`src/design/tpwm_pkg.sv`:
```
// Package of register map, field layout and encodings for the timer PWM block
`default_nettype none
package tpwm_pkg;
	// ----------------------------------------------------------------
	// Register map, channel n at n*CH_STRIDE + field offset
	// ----------------------------------------------------------------
	localparam logic [11:0] CH_STRIDE    = 12'h020;
	localparam logic [11:0] OFF_CTRL     = 12'h000;
	localparam logic [11:0] OFF_IOCTL    = 12'h004;
	localparam logic [11:0] OFF_COUNT    = 12'h008;
	localparam logic [11:0] OFF_RISE     = 12'h00c;
	localparam logic [11:0] OFF_FALL     = 12'h010;
	localparam logic [11:0] OFF_MODE     = 12'h014;
	localparam logic [11:0] ADDR_START   = 12'h100;
	localparam logic [11:0] ADDR_COMB    = 12'h104;
	localparam logic [11:0] ADDR_STATUS  = 12'h108;
	localparam int          NUM_CH       = 5;
	// ----------------------------------------------------------------
	// Field positions
	// ----------------------------------------------------------------
	localparam int CTRL_PSC_LSB   = 0;
	localparam int CTRL_EDGE_LSB  = 3;
	localparam int CTRL_CLR_LSB   = 5;
	localparam int IO_SEC_LSB     = 4;
	localparam int COMB_LSB       = 0;
	// ----------------------------------------------------------------
	// Encodings and reset values
	// ----------------------------------------------------------------
	localparam logic [1:0] CLR_NONE   = 2'h0;
	localparam logic [1:0] CLR_RISE   = 2'h1;
	localparam logic [1:0] CLR_FALL   = 2'h2;
	localparam logic [1:0] CLR_SYNC   = 2'h3;
	localparam logic [1:0] COMB_RSYNC = 2'h2;
	localparam logic [2:0] PSC_DIV1   = 3'h0;
	localparam logic [2:0] PSC_DIV2   = 3'h1;
	localparam logic [2:0] PSC_DIV4   = 3'h2;
	localparam logic [2:0] PSC_DIV8   = 3'h3;
	localparam logic [1:0] IO_ZERO    = 2'h1;
	localparam logic [1:0] IO_ONE     = 2'h2;
	localparam logic [1:0] IO_TOGGLE  = 2'h3;
	localparam logic [15:0] CNT_RESET = 16'h0000;
	localparam logic [15:0] GR_RESET  = 16'hffff;
endpackage : tpwm_pkg
`default_nettype wire

```
`src/design/tpwm_clk_sel.sv`:
```
// Count-clock selector: prescaler and synchronised external edge detection
`default_nettype none
module tpwm_clk_sel (
	// Clock and reset
	input  wire logic       sys_clk,
	input  wire logic       rst,
	// Configuration
	input  wire logic [2:0] prescale_select,
	input  wire logic       edge_select_hi,
	input  wire logic       edge_select_lo,
	// External count clocks, asynchronous
	input  wire logic [3:0] ext_clk,
	// Count pulse
	output logic            count_tick
);
	logic [2:0] div_reg, div_next;
	logic [3:0] s1_reg, s2_reg, s3_reg;
	logic [3:0] lvl_reg, lvl_next;
	logic       tick_reg, tick_next;

	// Prescaler and three-stage synchroniser
	always_comb begin
		logic rise;
		logic fall;
		logic [1:0] k;
		rise = 1'b0;
		fall = 1'b0;
		k = 2'h0;
		div_next = div_reg + 3'h1;
		tick_next = 1'b0;
		// Accepted level moves only once the second and third stages agree
		lvl_next = (~(s2_reg ^ s3_reg) & s3_reg) | ((s2_reg ^ s3_reg) & lvl_reg);
		case (prescale_select)
			tpwm_pkg::PSC_DIV1: tick_next = 1'b1;
			tpwm_pkg::PSC_DIV2: tick_next = (div_reg[0] == 1'b1);
			tpwm_pkg::PSC_DIV4: tick_next = (div_reg[1:0] == 2'h3);
			tpwm_pkg::PSC_DIV8: tick_next = (div_reg == 3'h7);
			default: begin
				k = prescale_select[1:0];
				rise = (s2_reg[k] == s3_reg[k]) & s3_reg[k] & ~lvl_reg[k];
				fall = (s2_reg[k] == s3_reg[k]) & ~s3_reg[k] & lvl_reg[k];
				// Edge choice: 00 rising, 01 falling, 1x both
				if (edge_select_hi) begin
					tick_next = rise | fall;
				end else if (edge_select_lo) begin
					tick_next = fall;
				end else begin
					tick_next = rise;
				end
			end
		endcase
	end

	// Registers
	always_ff @(posedge sys_clk) begin
		if (rst) begin
			div_reg  <= 3'h0;
			s1_reg   <= 4'h0;
			s2_reg   <= 4'h0;
			s3_reg   <= 4'h0;
			lvl_reg  <= 4'h0;
			tick_reg <= 1'b0;
		end else begin
			div_reg  <= div_next;
			s1_reg   <= ext_clk;
			s2_reg   <= s1_reg;
			s3_reg   <= s2_reg;
			lvl_reg  <= lvl_next;
			tick_reg <= tick_next;
		end
	end

	assign count_tick = tick_reg;
endmodule : tpwm_clk_sel
`default_nettype wire

```
`src/design/tpwm_top.sv`:
```
// Five-channel 16-bit timer with PWM and reset-synchronised PWM outputs
// ----------------------------------------------------------------
// ----------------------------------------------------------------
//
// The placing of the registers and the APB interface to the registers were chosen for this implementation.
`default_nettype none
module tpwm_top (
	// Clock and reset
	input  wire logic        sys_clk,
	input  wire logic        rst,
	// APB slave
	input  wire logic        psel,
	input  wire logic        penable,
	input  wire logic        pwrite,
	input  wire logic [11:0] paddr,
	input  wire logic [31:0] pwdata,
	output logic [31:0]      prdata,
	output logic             pready,
	output logic             pslverr,
	// External count clocks
	input  wire logic [3:0]  ext_clk,
	// Pins
	output logic [4:0]       primary_match_pin,
	output logic [4:0]       secondary_match_pin,
	output logic             pair2_neg_pin,
	output logic             pair3_neg_pin
);
	typedef enum logic [1:0] {
		TPWM_IDLE   = 2'b00,
		TPWM_ACCESS = 2'b01
	} tpwm_apb_e;

	localparam int N = tpwm_pkg::NUM_CH;

	// ----------------------------------------------------------------
	// State
	// ----------------------------------------------------------------
	logic [7:0]  ctrl_reg [N], ctrl_next [N];
	logic [5:0]  ioctl_reg [N], ioctl_next [N];
	logic [15:0] cnt_reg [N], cnt_next [N];
	logic [15:0] rise_reg [N], rise_next [N];
	logic [15:0] fall_reg [N], fall_next [N];
	logic [N-1:0] mode_reg, mode_next;
	logic [N-1:0] start_reg, start_next;
	logic [N-1:0] sync_reg, sync_next;
	logic [1:0]  comb_reg, comb_next;
	logic [N-1:0] pa_reg, pa_next, pb_reg, pb_next;
	logic        n2_reg, n2_next, n3_reg, n3_next;
	logic [31:0] rdata_reg, rdata_next;
	tpwm_apb_e   apb_reg, apb_next;
	logic [N-1:0] tick;
	logic [N-1:0] match_a, match_b;

	// ----------------------------------------------------------------
	// Helpers
	// ----------------------------------------------------------------
	function automatic logic [1:0] clr_sel(input logic [7:0] c);
		clr_sel = c[tpwm_pkg::CTRL_CLR_LSB +: 2];
	endfunction : clr_sel

	// Apply io control action: 1 zero, 2 one, 3 toggle
	function automatic logic io_apply(input logic [1:0] io, input logic cur);
		case (io)
			tpwm_pkg::IO_ZERO:   io_apply = 1'b0;
			tpwm_pkg::IO_ONE:    io_apply = 1'b1;
			tpwm_pkg::IO_TOGGLE: io_apply = ~cur;
			default:             io_apply = cur;
		endcase
	endfunction : io_apply

	function automatic logic [11:0] reg_addr(input int ch, input logic [11:0] off);
		reg_addr = 12'(ch) * tpwm_pkg::CH_STRIDE + off;
	endfunction : reg_addr

	logic rsync;
	assign rsync = (comb_reg == tpwm_pkg::COMB_RSYNC);

	// ----------------------------------------------------------------
	// Count clocks
	// ----------------------------------------------------------------
	for (genvar g = 0; g < N; g++) begin : g_clk
		tpwm_clk_sel u_clk (
			.sys_clk         (sys_clk),
			.rst             (rst),
			.prescale_select (ctrl_reg[g][tpwm_pkg::CTRL_PSC_LSB +: 3]),
			.edge_select_hi  (ctrl_reg[g][tpwm_pkg::CTRL_EDGE_LSB + 1]),
			.edge_select_lo  (ctrl_reg[g][tpwm_pkg::CTRL_EDGE_LSB]),
			.ext_clk         (ext_clk),
			.count_tick      (tick[g])
		);
	end

	// Match fires when counter leaves the matching value
	always_comb begin
		for (int i = 0; i < N; i++) begin
			match_a[i] = start_reg[i] & tick[i] & (cnt_reg[i] == rise_reg[i]);
			match_b[i] = start_reg[i] & tick[i] & (cnt_reg[i] == fall_reg[i]);
		end
	end

	// ----------------------------------------------------------------
	// Counters, pins and APB
	// ----------------------------------------------------------------
	always_comb begin
		logic [N-1:0] clr;
		logic         sync_clr;
		logic         wr;
		logic [11:0]  a;
		clr = '0;
		sync_clr = 1'b0;
		wr = (apb_reg == TPWM_ACCESS) & pwrite;
		a = paddr;
		apb_next = TPWM_IDLE;
		rdata_next = rdata_reg;
		mode_next = mode_reg;
		start_next = start_reg;
		sync_next = sync_reg;
		comb_next = comb_reg;
		pa_next = pa_reg;
		pb_next = pb_reg;
		n2_next = n2_reg;
		n3_next = n3_reg;
		// Own compare-match clears, for channel 3 in reset-sync too; a clear on a synced channel sets sync_clr
		for (int i = 0; i < N; i++) begin
			case (clr_sel(ctrl_reg[i]))
				tpwm_pkg::CLR_RISE: clr[i] = match_a[i];
				tpwm_pkg::CLR_FALL: clr[i] = match_b[i];
				default:            clr[i] = 1'b0;
			endcase
			if (sync_reg[i] && clr[i]) begin
				sync_clr = 1'b1;
			end
		end
		for (int i = 0; i < N; i++) begin
			ctrl_next[i] = ctrl_reg[i];
			ioctl_next[i] = ioctl_reg[i];
			rise_next[i] = rise_reg[i];
			fall_next[i] = fall_reg[i];
			cnt_next[i] = cnt_reg[i];
			if (start_reg[i] && tick[i]) begin
				cnt_next[i] = cnt_reg[i] + 16'h0001;
			end
			// Synchronised clear across channels
			if (clr[i] || (sync_reg[i] && sync_clr &&
				clr_sel(ctrl_reg[i]) == tpwm_pkg::CLR_SYNC)) begin
				cnt_next[i] = tpwm_pkg::CNT_RESET;
			end
			// Pin behaviour per mode
			if (rsync && (i == 3 || i == 4)) begin
				// Driven below from channel 3 counter
			end else if (mode_reg[i]) begin
				// Equal values: neither edge applies
				if (match_a[i] && !(rise_reg[i] == fall_reg[i])) begin
					pa_next[i] = 1'b1;
				end
				if (match_b[i] && !(rise_reg[i] == fall_reg[i])) begin
					pa_next[i] = 1'b0;
				end
				if (match_b[i]) begin
					pb_next[i] = io_apply(ioctl_reg[i][tpwm_pkg::IO_SEC_LSB +: 2],
						pb_reg[i]);
				end
			end else begin
				if (match_a[i]) begin
					pa_next[i] = io_apply(ioctl_reg[i][1:0], pa_reg[i]);
				end
				if (match_b[i]) begin
					pb_next[i] = io_apply(ioctl_reg[i][tpwm_pkg::IO_SEC_LSB +: 2],
						pb_reg[i]);
				end
			end
		end
		// Reset-sync: all three phases toggle on own turn match and period clear
		if (rsync) begin
			if (match_b[3] != clr[3]) begin
				pa_next[3] = ~pa_reg[3];
			end
			if ((start_reg[3] && tick[3] && cnt_reg[3] == rise_reg[4]) != clr[3]) begin
				pa_next[4] = ~pa_reg[4];
			end
			if ((start_reg[3] && tick[3] && cnt_reg[3] == fall_reg[4]) != clr[3]) begin
				pb_next[4] = ~pb_reg[4];
			end
			if (match_a[3] && cnt_reg[3] == fall_reg[3] && clr[3]) begin
				pa_next[3] = pa_reg[3];
			end
		end
		// APB access
		case (apb_reg)
			TPWM_IDLE: begin
				if (psel && !penable) begin
					apb_next = TPWM_ACCESS;
				end
			end
			default: apb_next = TPWM_IDLE;
		endcase
		// Decode from the setup cycle on, so read data stands in the access cycle
		case (apb_next == TPWM_ACCESS || apb_reg == TPWM_ACCESS)
			1'b1: begin
				rdata_next = 32'h0000_0000;
				for (int i = 0; i < N; i++) begin
					if (a == reg_addr(i, tpwm_pkg::OFF_CTRL)) begin
						rdata_next = {24'h0, ctrl_reg[i]};
						if (wr) ctrl_next[i] = pwdata[7:0];
					end
					if (a == reg_addr(i, tpwm_pkg::OFF_IOCTL)) begin
						rdata_next = {26'h0, ioctl_reg[i]};
						if (wr) ioctl_next[i] = pwdata[5:0];
					end
					if (a == reg_addr(i, tpwm_pkg::OFF_COUNT)) begin
						rdata_next = {16'h0, cnt_reg[i]};
						// Synchronised preset writes all synced counters
						if (wr) begin
							for (int j = 0; j < N; j++) begin
								if (j == i || (sync_reg[i] && sync_reg[j])) begin
									cnt_next[j] = pwdata[15:0];
								end
							end
						end
					end
					if (a == reg_addr(i, tpwm_pkg::OFF_RISE)) begin
						rdata_next = {16'h0, rise_reg[i]};
						if (wr) rise_next[i] = pwdata[15:0];
					end
					if (a == reg_addr(i, tpwm_pkg::OFF_FALL)) begin
						rdata_next = {16'h0, fall_reg[i]};
						if (wr) fall_next[i] = pwdata[15:0];
					end
				end
				if (a == tpwm_pkg::ADDR_START) begin
					rdata_next = {22'h0, sync_reg, start_reg};
					if (wr) begin
						start_next = pwdata[4:0];
						sync_next = pwdata[9:5];
					end
				end
				if (a == tpwm_pkg::ADDR_COMB) begin
					rdata_next = {25'h0, comb_reg, mode_reg};
					if (wr) begin
						mode_next = pwdata[4:0];
						comb_next = pwdata[6:5];
						// Newly selected outputs start at 0
						pa_next = pa_reg & ~(pwdata[4:0] & ~mode_reg);
						if (pwdata[6:5] == tpwm_pkg::COMB_RSYNC) begin
							pa_next[3] = 1'b0;
							pa_next[4] = 1'b0;
							pb_next[4] = 1'b0;
						end
					end
				end
				if (a == tpwm_pkg::ADDR_STATUS) begin
					rdata_next = {22'h0, pb_reg, pa_reg};
				end
			end
			default: rdata_next = rdata_reg;
		endcase
		// Negative phases from the same next values: change together
		n2_next = ~pa_next[4];
		n3_next = ~pb_next[4];
	end

	// Registers
	always_ff @(posedge sys_clk) begin
		if (rst) begin
			for (int i = 0; i < N; i++) begin
				ctrl_reg[i]  <= 8'h00;
				ioctl_reg[i] <= 6'h00;
				cnt_reg[i]   <= tpwm_pkg::CNT_RESET;
				rise_reg[i]  <= tpwm_pkg::GR_RESET;
				fall_reg[i]  <= tpwm_pkg::GR_RESET;
			end
			mode_reg  <= 5'h00;
			start_reg <= 5'h00;
			sync_reg  <= 5'h00;
			comb_reg  <= 2'h0;
			pa_reg    <= 5'h00;
			pb_reg    <= 5'h00;
			n2_reg    <= 1'b1;
			n3_reg    <= 1'b1;
			rdata_reg <= 32'h0000_0000;
			apb_reg   <= TPWM_IDLE;
		end else begin
			ctrl_reg  <= ctrl_next;
			ioctl_reg <= ioctl_next;
			cnt_reg   <= cnt_next;
			rise_reg  <= rise_next;
			fall_reg  <= fall_next;
			mode_reg  <= mode_next;
			start_reg <= start_next;
			sync_reg  <= sync_next;
			comb_reg  <= comb_next;
			pa_reg    <= pa_next;
			pb_reg    <= pb_next;
			n2_reg    <= n2_next;
			n3_reg    <= n3_next;
			rdata_reg <= rdata_next;
			apb_reg   <= apb_next;
		end
	end

	// ----------------------------------------------------------------
	// Outputs
	// ----------------------------------------------------------------
	assign prdata  = rdata_reg;
	assign pready  = (apb_reg == TPWM_ACCESS);
	assign pslverr = 1'b0;
	assign primary_match_pin = pa_reg;
	// Pair 1 negative on channel 3 secondary pin
	always_comb begin
		secondary_match_pin = pb_reg;
		if (rsync) begin
			secondary_match_pin[3] = ~pa_reg[3];
		end
	end
	assign pair2_neg_pin = rsync ? n2_reg : 1'b0;
	assign pair3_neg_pin = rsync ? n3_reg : 1'b0;
endmodule : tpwm_top
`default_nettype wire

```
`config.mk`:
```
export PLATFORM = sky130hd
export DESIGN_NAME = tpwm_top
export DESIGN_NICKNAME = d
export VERILOG_FILES = /design/src/design/tpwm_pkg.sv /design/src/design/tpwm_clk_sel.sv /design/src/design/tpwm_top.sv
export SDC_FILE = /design/constraint.sdc
export NUM_CORES = 2
export LEC_CHECK = 0
export ABC_CLOCK_PERIOD_IN_PS = 4120
export BUFFER_PORTS_ARGS = -buffer_cell sky130_fd_sc_hd__clkbuf_2
export CAP_MARGIN = 25
export CELL_PAD_IN_SITES_DETAIL_PLACEMENT = 0
export CELL_PAD_IN_SITES_GLOBAL_PLACEMENT = 1
export CORE_ASPECT_RATIO = 1.75
export CORE_UTILIZATION = 51
export CTS_CLUSTER_SIZE = 10
export DETAILED_ROUTE_END_ITERATION = 8
export HOLD_SLACK_MARGIN = 0.08
export PLACE_DENSITY = 0.95
export SKIP_LAST_GASP = 1
export SLEW_MARGIN = 10
export SYNTH_ARGS = -nofsm -noshare
export SYNTH_HDL_FRONTEND = slang
export SYNTH_SLANG_ARGS = --single-unit
```
`constraint.sdc`:
```
create_clock -name sys_clk -period 4.12 [get_ports sys_clk]
set_clock_uncertainty 0.05 [all_clocks]
set_input_delay 0.618 -clock sys_clk [delete_from_list [all_inputs] [get_ports sys_clk]]
set_output_delay 0.618 -clock sys_clk [all_outputs]
set_load 0.01 [all_outputs]
```
# [Word level (Yosys, flattened, before mapping)]
# Index checks and enable logic that the tools add are counted.
# Widths: inputs -> output; s select.
[totals] latchBits=0 ramBits=0 reg_bits=425 word_cells=551 romBits=0 n_memories=0 output_inout_bits=46 in_bits=53
[classes] bitwise=81 magnitude_cmp=5 div_mod_pow=0 n_mux=178 n_reduce_logical=94 n_addsub=10 n_mul=0 n_eq_ne=126 shifts=0
[op_table] op="$mux 80" count=12
[op_table] op="$mux 32" count=27
[op_table] op="$mux 16" count=30
[op_table] op="$eq 16x16->1" count=17
[op_table] op="$eq 12x7->1 const B" count=10
[op_table] op="$add 16x1->16 const B" count=5
[op_table] op="$eq 2x2->1 const B" count=37
[op_table] op="$reduce_and 3->1" count=23
[op_table] op="$mux 1" count=67
[op_table] op="$eq 12x6->1 const B" count=5
[op_table] op="$eq 12x8->1 const B" count=5
[op_table] op="$logic_and 1x1->1" count=45
[op_table] op="$and 1x1->1" count=36
[op_table] op="$eq 12x9->1 const B" count=3
[op_table] op="$eq 2x1->1 const B" count=17
[op_table] op="$bmux 1 s2" count=15
[op_table] op="$eq 3x2->1 const B" count=10
[op_table] op="$pmux 1 s3" count=10
[op_table] op="$and 4x4->4" count=6
[op_table] op="$eq 12x4->1 const B" count=2
[op_table] op="$not 1->1" count=23
[op_table] op="$or 4x4->4" count=5
[op_table] op="$pmux 1 s4" count=5
[op_table] op="$add 3x1->3 const B" count=5
[op_table] op="23 further kinds" count=74

# [Logic depth before layout (Yosys ltp)]
[logic_depth] word_depth=30 mapped_depth=11 depth_no_buf=9

# [By module]
# A second synthesis with hierarchy kept.
[hier_totals] hier_cells=3268 area_unflattened_um2=25693.4
[modules_own_cells] mod="tpwm_top" seq_area_each_um2=7126.8 cells_each=2943 area_per_inst_um2=22039.9 instances=1
[modules_own_cells] mod="tpwm_clk_sel" seq_area_each_um2=400.4 cells_each=65 area_per_inst_um2=730.7 instances=5

# [Least setup slack after synthesis]
# Ideal clock, no wire load.
[synth_timing] path_type="input to register" start="input paddr[2]" end="register cnt_reg[71] in the netlist's numbering" t_required_ps=3938 setup_ps=132 t_arrival_ps=2649 path_slack_ps=1289 stages=10 path_buffers=4 cell_sequence="buf_2 -> or4b_1 -> clkbuf_2 -> nor3_1 -> a211o_1 -> buf_2 -> nor3_2 -> clkbuf_1 -> a32oi_1 -> a21oi_1"
[synth_via] elab_chain_cells=16 word_cells_on_any_way=20 classes_between="5 x eq/ne; 15 x mux"
[synth_rtl] element="from (decl)" line="tpwm_top.sv:15" source="input wire logic [11:0] paddr,"
[synth_rtl] element="$eq 12x4->1" line="tpwm_top.sv:210" source="if (a == reg_addr(i, tpwm_pkg::OFF_COUNT)) begin"
[synth_rtl] element="$mux 80" line="tpwm_top.sv:210"
[synth_rtl] element="$mux 80" line="tpwm_top.sv:198" source="case (apb_next == TPWM_ACCESS || apb_reg == TPWM_ACCESS)"
[synth_rtl] element="$mux 16" line="tpwm_top.sv:215" source="if (j == i || (sync_reg[i] && sync_reg[j])) begin"
[synth_rtl] element="$mux 80" line="tpwm_top.sv:213" source="if (wr) begin"
[synth_rtl] element="$mux 80" line="tpwm_top.sv:210"
[synth_rtl] element="$mux 16" line="tpwm_top.sv:215"
[synth_rtl] element="$mux 80" line="tpwm_top.sv:213"
[synth_rtl] element="$mux 80" line="tpwm_top.sv:210"
[synth_rtl] element="$mux 16" line="tpwm_top.sv:215"
[synth_rtl] element="$mux 80" line="tpwm_top.sv:213"
[synth_rtl] element="$mux 80" line="tpwm_top.sv:210"
[synth_rtl] element="$mux 16" line="tpwm_top.sv:215"
[synth_rtl] element="$mux 80" line="tpwm_top.sv:213"
[synth_rtl] element="$mux 80 *" line="tpwm_top.sv:210"
[synth_rtl] element="$mux 80 *" line="tpwm_top.sv:198"
[synth_rtl] element="to (signal, indexed assignment)" line="tpwm_top.sv:268" source="cnt_reg[i] <= tpwm_pkg::CNT_RESET;"
[synth_rtl] element="to (signal assigned)" line="tpwm_top.sv:285" source="cnt_reg <= cnt_next;"
[synth_rtl] element="to (decl)" line="tpwm_top.sv:40" source="logic [15:0] cnt_reg [N], cnt_next [N];"
# Every way passes the cells marked *; elsewhere a longest branch is shown, timed or not. The select of a mux whose other input is x is not followed.
# A chain may end at the register's enable or synchronous reset.

# [Worst setup path in the final report]
[layout_timing] start="register cnt_reg[21] in the netlist's numbering" end="register n2_reg"
[layout_via] elab_chain_cells=10 word_cells_on_any_way=14 classes_between="4 x eq/ne; 6 x mux; 3 x bitwise; 1 x reduce/logical"
[layout_rtl] element="$eq 16x16->1 (on tied branches)" line="tpwm_top.sv:97, tpwm_top.sv:96"
[layout_rtl] element="$and 1x1->1 (on tied branches)" line="tpwm_top.sv:97, tpwm_top.sv:96"
[layout_rtl] element="$pmux 1 s2" line="tpwm_top.sv:125" source="case (clr_sel(ctrl_reg[i]))"
[layout_rtl] element="$ne 1x1->1 *" line="tpwm_top.sv:178" source="if ((start_reg[3] && tick[3] && cnt_reg[3] == rise_reg[4]) != clr[3]) begin"
[layout_rtl] element="$mux 1 *" line="tpwm_top.sv:178"
[layout_rtl] element="$mux 2 *" line="tpwm_top.sv:174" source="if (rsync) begin"
[layout_rtl] element="$mux 5" line="tpwm_top.sv:239" source="if (wr) begin"
[layout_rtl] element="$mux 5" line="tpwm_top.sv:237" source="if (a == tpwm_pkg::ADDR_COMB) begin"
[layout_rtl] element="$mux 5 *" line="tpwm_top.sv:198"
[layout_rtl] element="$not 1->1 *" line="tpwm_top.sv:258" source="n2_next = ~pa_next[4];"
[layout_rtl] element="to (signal assigned)" line="tpwm_top.sv:294" source="n2_reg <= n2_next;"
[layout_rtl] element="to (decl)" line="tpwm_top.sv:48" source="logic n2_reg, n2_next, n3_reg, n3_next;"
# Every way passes the cells marked *; elsewhere a longest branch is shown, timed or not.

==> results.toml <==
[run_status]
status = "complete, but fails checks"
violations = "DRC"

[route]
via_count = 25659
wire_per_inst_um = 31.4
drc = 4
postRouteAntennaNets = 0
drt-total-wl_um = 115000
drt_iter0_drc = 3238
firstDrtPassIters = 9
vias_per_cell = 7.00

[global_routing]
grt_pass1_wl_um = 166000
track_usage_pct = 46.5
grt_max_degree = 67
grt_pass1_vias = 24895
gr-total-overflow = 0
antenna_found_initial = 5

[clock_tree]
cts_made_buffers = 46
clockRootBuffer = "clkbuf_16"
clockBufferDepth = 3
clock_sinks = 392
cts_resized = 0
cts_tree = "yes"
ctsHoldBuffers = 0
clkTransAtPathRegs_ns = 0.05
worstSkewPairLatency_ns = 0.60
cts_setup_buffers = 0
htreeDepth = 2

[synth]
synth_top_area_cell = "dfxtp_1"
synth_area_leaders = "dfxtp_1 32%, nand2_1 8.2%, xnor2_1 7.3%"
synth-seq-cells = 392
synth.top_cell.area_share_pct = 32.1
ys_types = 85
synthCells = 3145
synth_edf_count = 0
synthFlopType = "dfxtp_1"
yosysSeqAreaShare_pct = 32.1
async_flop_share_pct = 0
synth-warning-count = 0
syn_area_um2 = 24400
syn_avg_cell_area_um2 = 7.77
synth_common_cells = "533 x nand2_1, 392 x dfxtp_1, 242 x nand3_1"
synth.most_common_cell = "nand2_1"

[sta]
hold_viol = 0
final.setup.worst_slack_ns = 0.548
min_period_ns = 3.57
finalSetupTns_ns = 0
drv_slew = 0
worstMarginPinSlew_ns = 1.08
min_period_over_period_pct = 86.7
setup_viol = 0
grt_setup_unrepaired = "false"
relSlewSlack_pct = 27.8
fmax_mhz = 280

[floorplanning]
die_w_um = 168
die_h_um = 292
die_area_um2 = 48900
initial_core_util_pct = 52.0
ios = 99
core_area_um2 = 47000
rows = 105

[critical_path]
cp-start-kind = "register"
cp-end-kind = "register"
crit_type = "reg2reg"
cp_common_cell = "xnor2_1"
cp_num_buf_inv = 0
crit_path_cell_trace = "xnor2_1 > nand4_1 > or3_1 > o22ai_1 > nor2b_2 > xnor2_1 > or4_1 > and3_1"
path_delay_family = "simple AND/OR/NAND/NOR gates"
crit_arrival_ns = 3.99
max_stage_delay_ns = 0.81
cp.depth = 8
path_max_fanout = 9
worst-r2r-cell-count = 8
required_ns = 4.54
slowest_stage = "dfxtp_1"

[placement]
dp_slack_ns = 0.388
dpl_cell_area_um2 = 25100
dp_cells = 3610
io_buffers = 65
gp_congestion = 1.07
hpwlAfterDp_um = 84200

[final_layout]
fin_cells = 3667
drive_above_1_share_pct = 9.78
fin_nets = 3155
fin_util_pct = 56.0
fin_area_um2 = 26400
area_growth_pct = 7.78
antenna-diode-count = 0

[pwr]
irDropWorstVdd_v = 0.000352
power_density_nw_per_um2 = 336
p_leak_nw = 9.18

[flow_run]
max_cap_violations = 0

[hold_path]
hold_depth = 2
hold_path.class = "in2reg"
-- final timing paths --
check                           slack (ns)                startpoint                        to
worst max-delay path                  0.55               cnt_reg[21]                    n2_reg
worst min-delay path                  0.21                ext_clk[1]  g_clk[3].u_clk.s1_reg[1]
worst max register to register        0.55               cnt_reg[21]                    n2_reg
worst min register to register        0.39  g_clk[3].u_clk.s1_reg[3]  g_clk[3].u_clk.s2_reg[3]
-- report_power, final --
| part | switching (mW) | internal, mW |
|---|---|---|
| clock network | 1.65 | 2.08 |
| registers | 0.308 | 3.90 |
| logic | 0.579 | 0.334 |
| total | 2.54 | 6.31 |
-- kinds of logic after synthesis --
logic type / after synthesis / share of synthesized area, %
AOI/OAI and AO/OA: 681 / 19.1
xor gates and xnor gates: 354 / 12.7
DFF: 392 / 32.1
buffers and inverters: 353 / 6.29
and+or+nand+nor: 1297 / 26.0
other: 1 / 0.0153
muxes: 37 / 2.29
adders and majority gates: 30 / 1.54
-- area by class of cell --
cell class              count  area, um^2
well taps                 588         736
inverters                  34         130
repair buffers            182        1220
clock buffers              50        1190
fillers                  4469       20700
clock inverters             5        72.6
flip-flops and latches    392        7850
multi-input cells        2416       15200
-- metal layers --
| metal | vias up | wire length [um] | track usage (%) | share of wire [%] |
|---|---|---|---|---|
| li1 | 11063 | - | - | - |
| met1 | 12118 | 36600 | 47.4 | 32 |
| met2 | 1749 | 52700 | 75.4 | 46 |
| met3 | 723 | 10700 | 10.0 | 9.3 |
| met4 | 6 | 15000 | 50.7 | 13 |
| met5 | - | 48 | 0 | 0.042 |
-- cells in the final DEF, fill, tap and decap left out, types with 20 or more instances in the layout --
cell,instances
nand3_1,242
o21ai_0,134
clkbuf_2,64
o211ai_1,46
a221oi_1,35
clkbuf_16,46
o31ai_1,50
o32a_1,49
nor3_1,42
xor2_1,149
dfxtp_1,392
xnor2_1,205
nor2b_1,36
nand4_1,88
mux2i_1,21
inv_1,33
buf_4,115
o22ai_1,20
nand2_1,532
nor4_1,45
and3_1,25
ha_1,30
a21oi_1,170
nor2_1,154
-- worst register-to-register path: cells and delay by family, from the launching register on --
family	cells	cell delay, ns
simple gates	5	2.00
flops	1	0.81
compound gates	1	0.20
xor+xnor	2	0.41
-- per-stage QoR --
step	hold WS, ns	total power [mW]
after floorplan	0.364	4.77
after global placement	0.372	5.12
after detailed placement	0.377	5.14
after CTS	0.206	8.79
after global routing	0.228	9.04
final	0.212	8.86
Power figures use the tool's default switching activity.
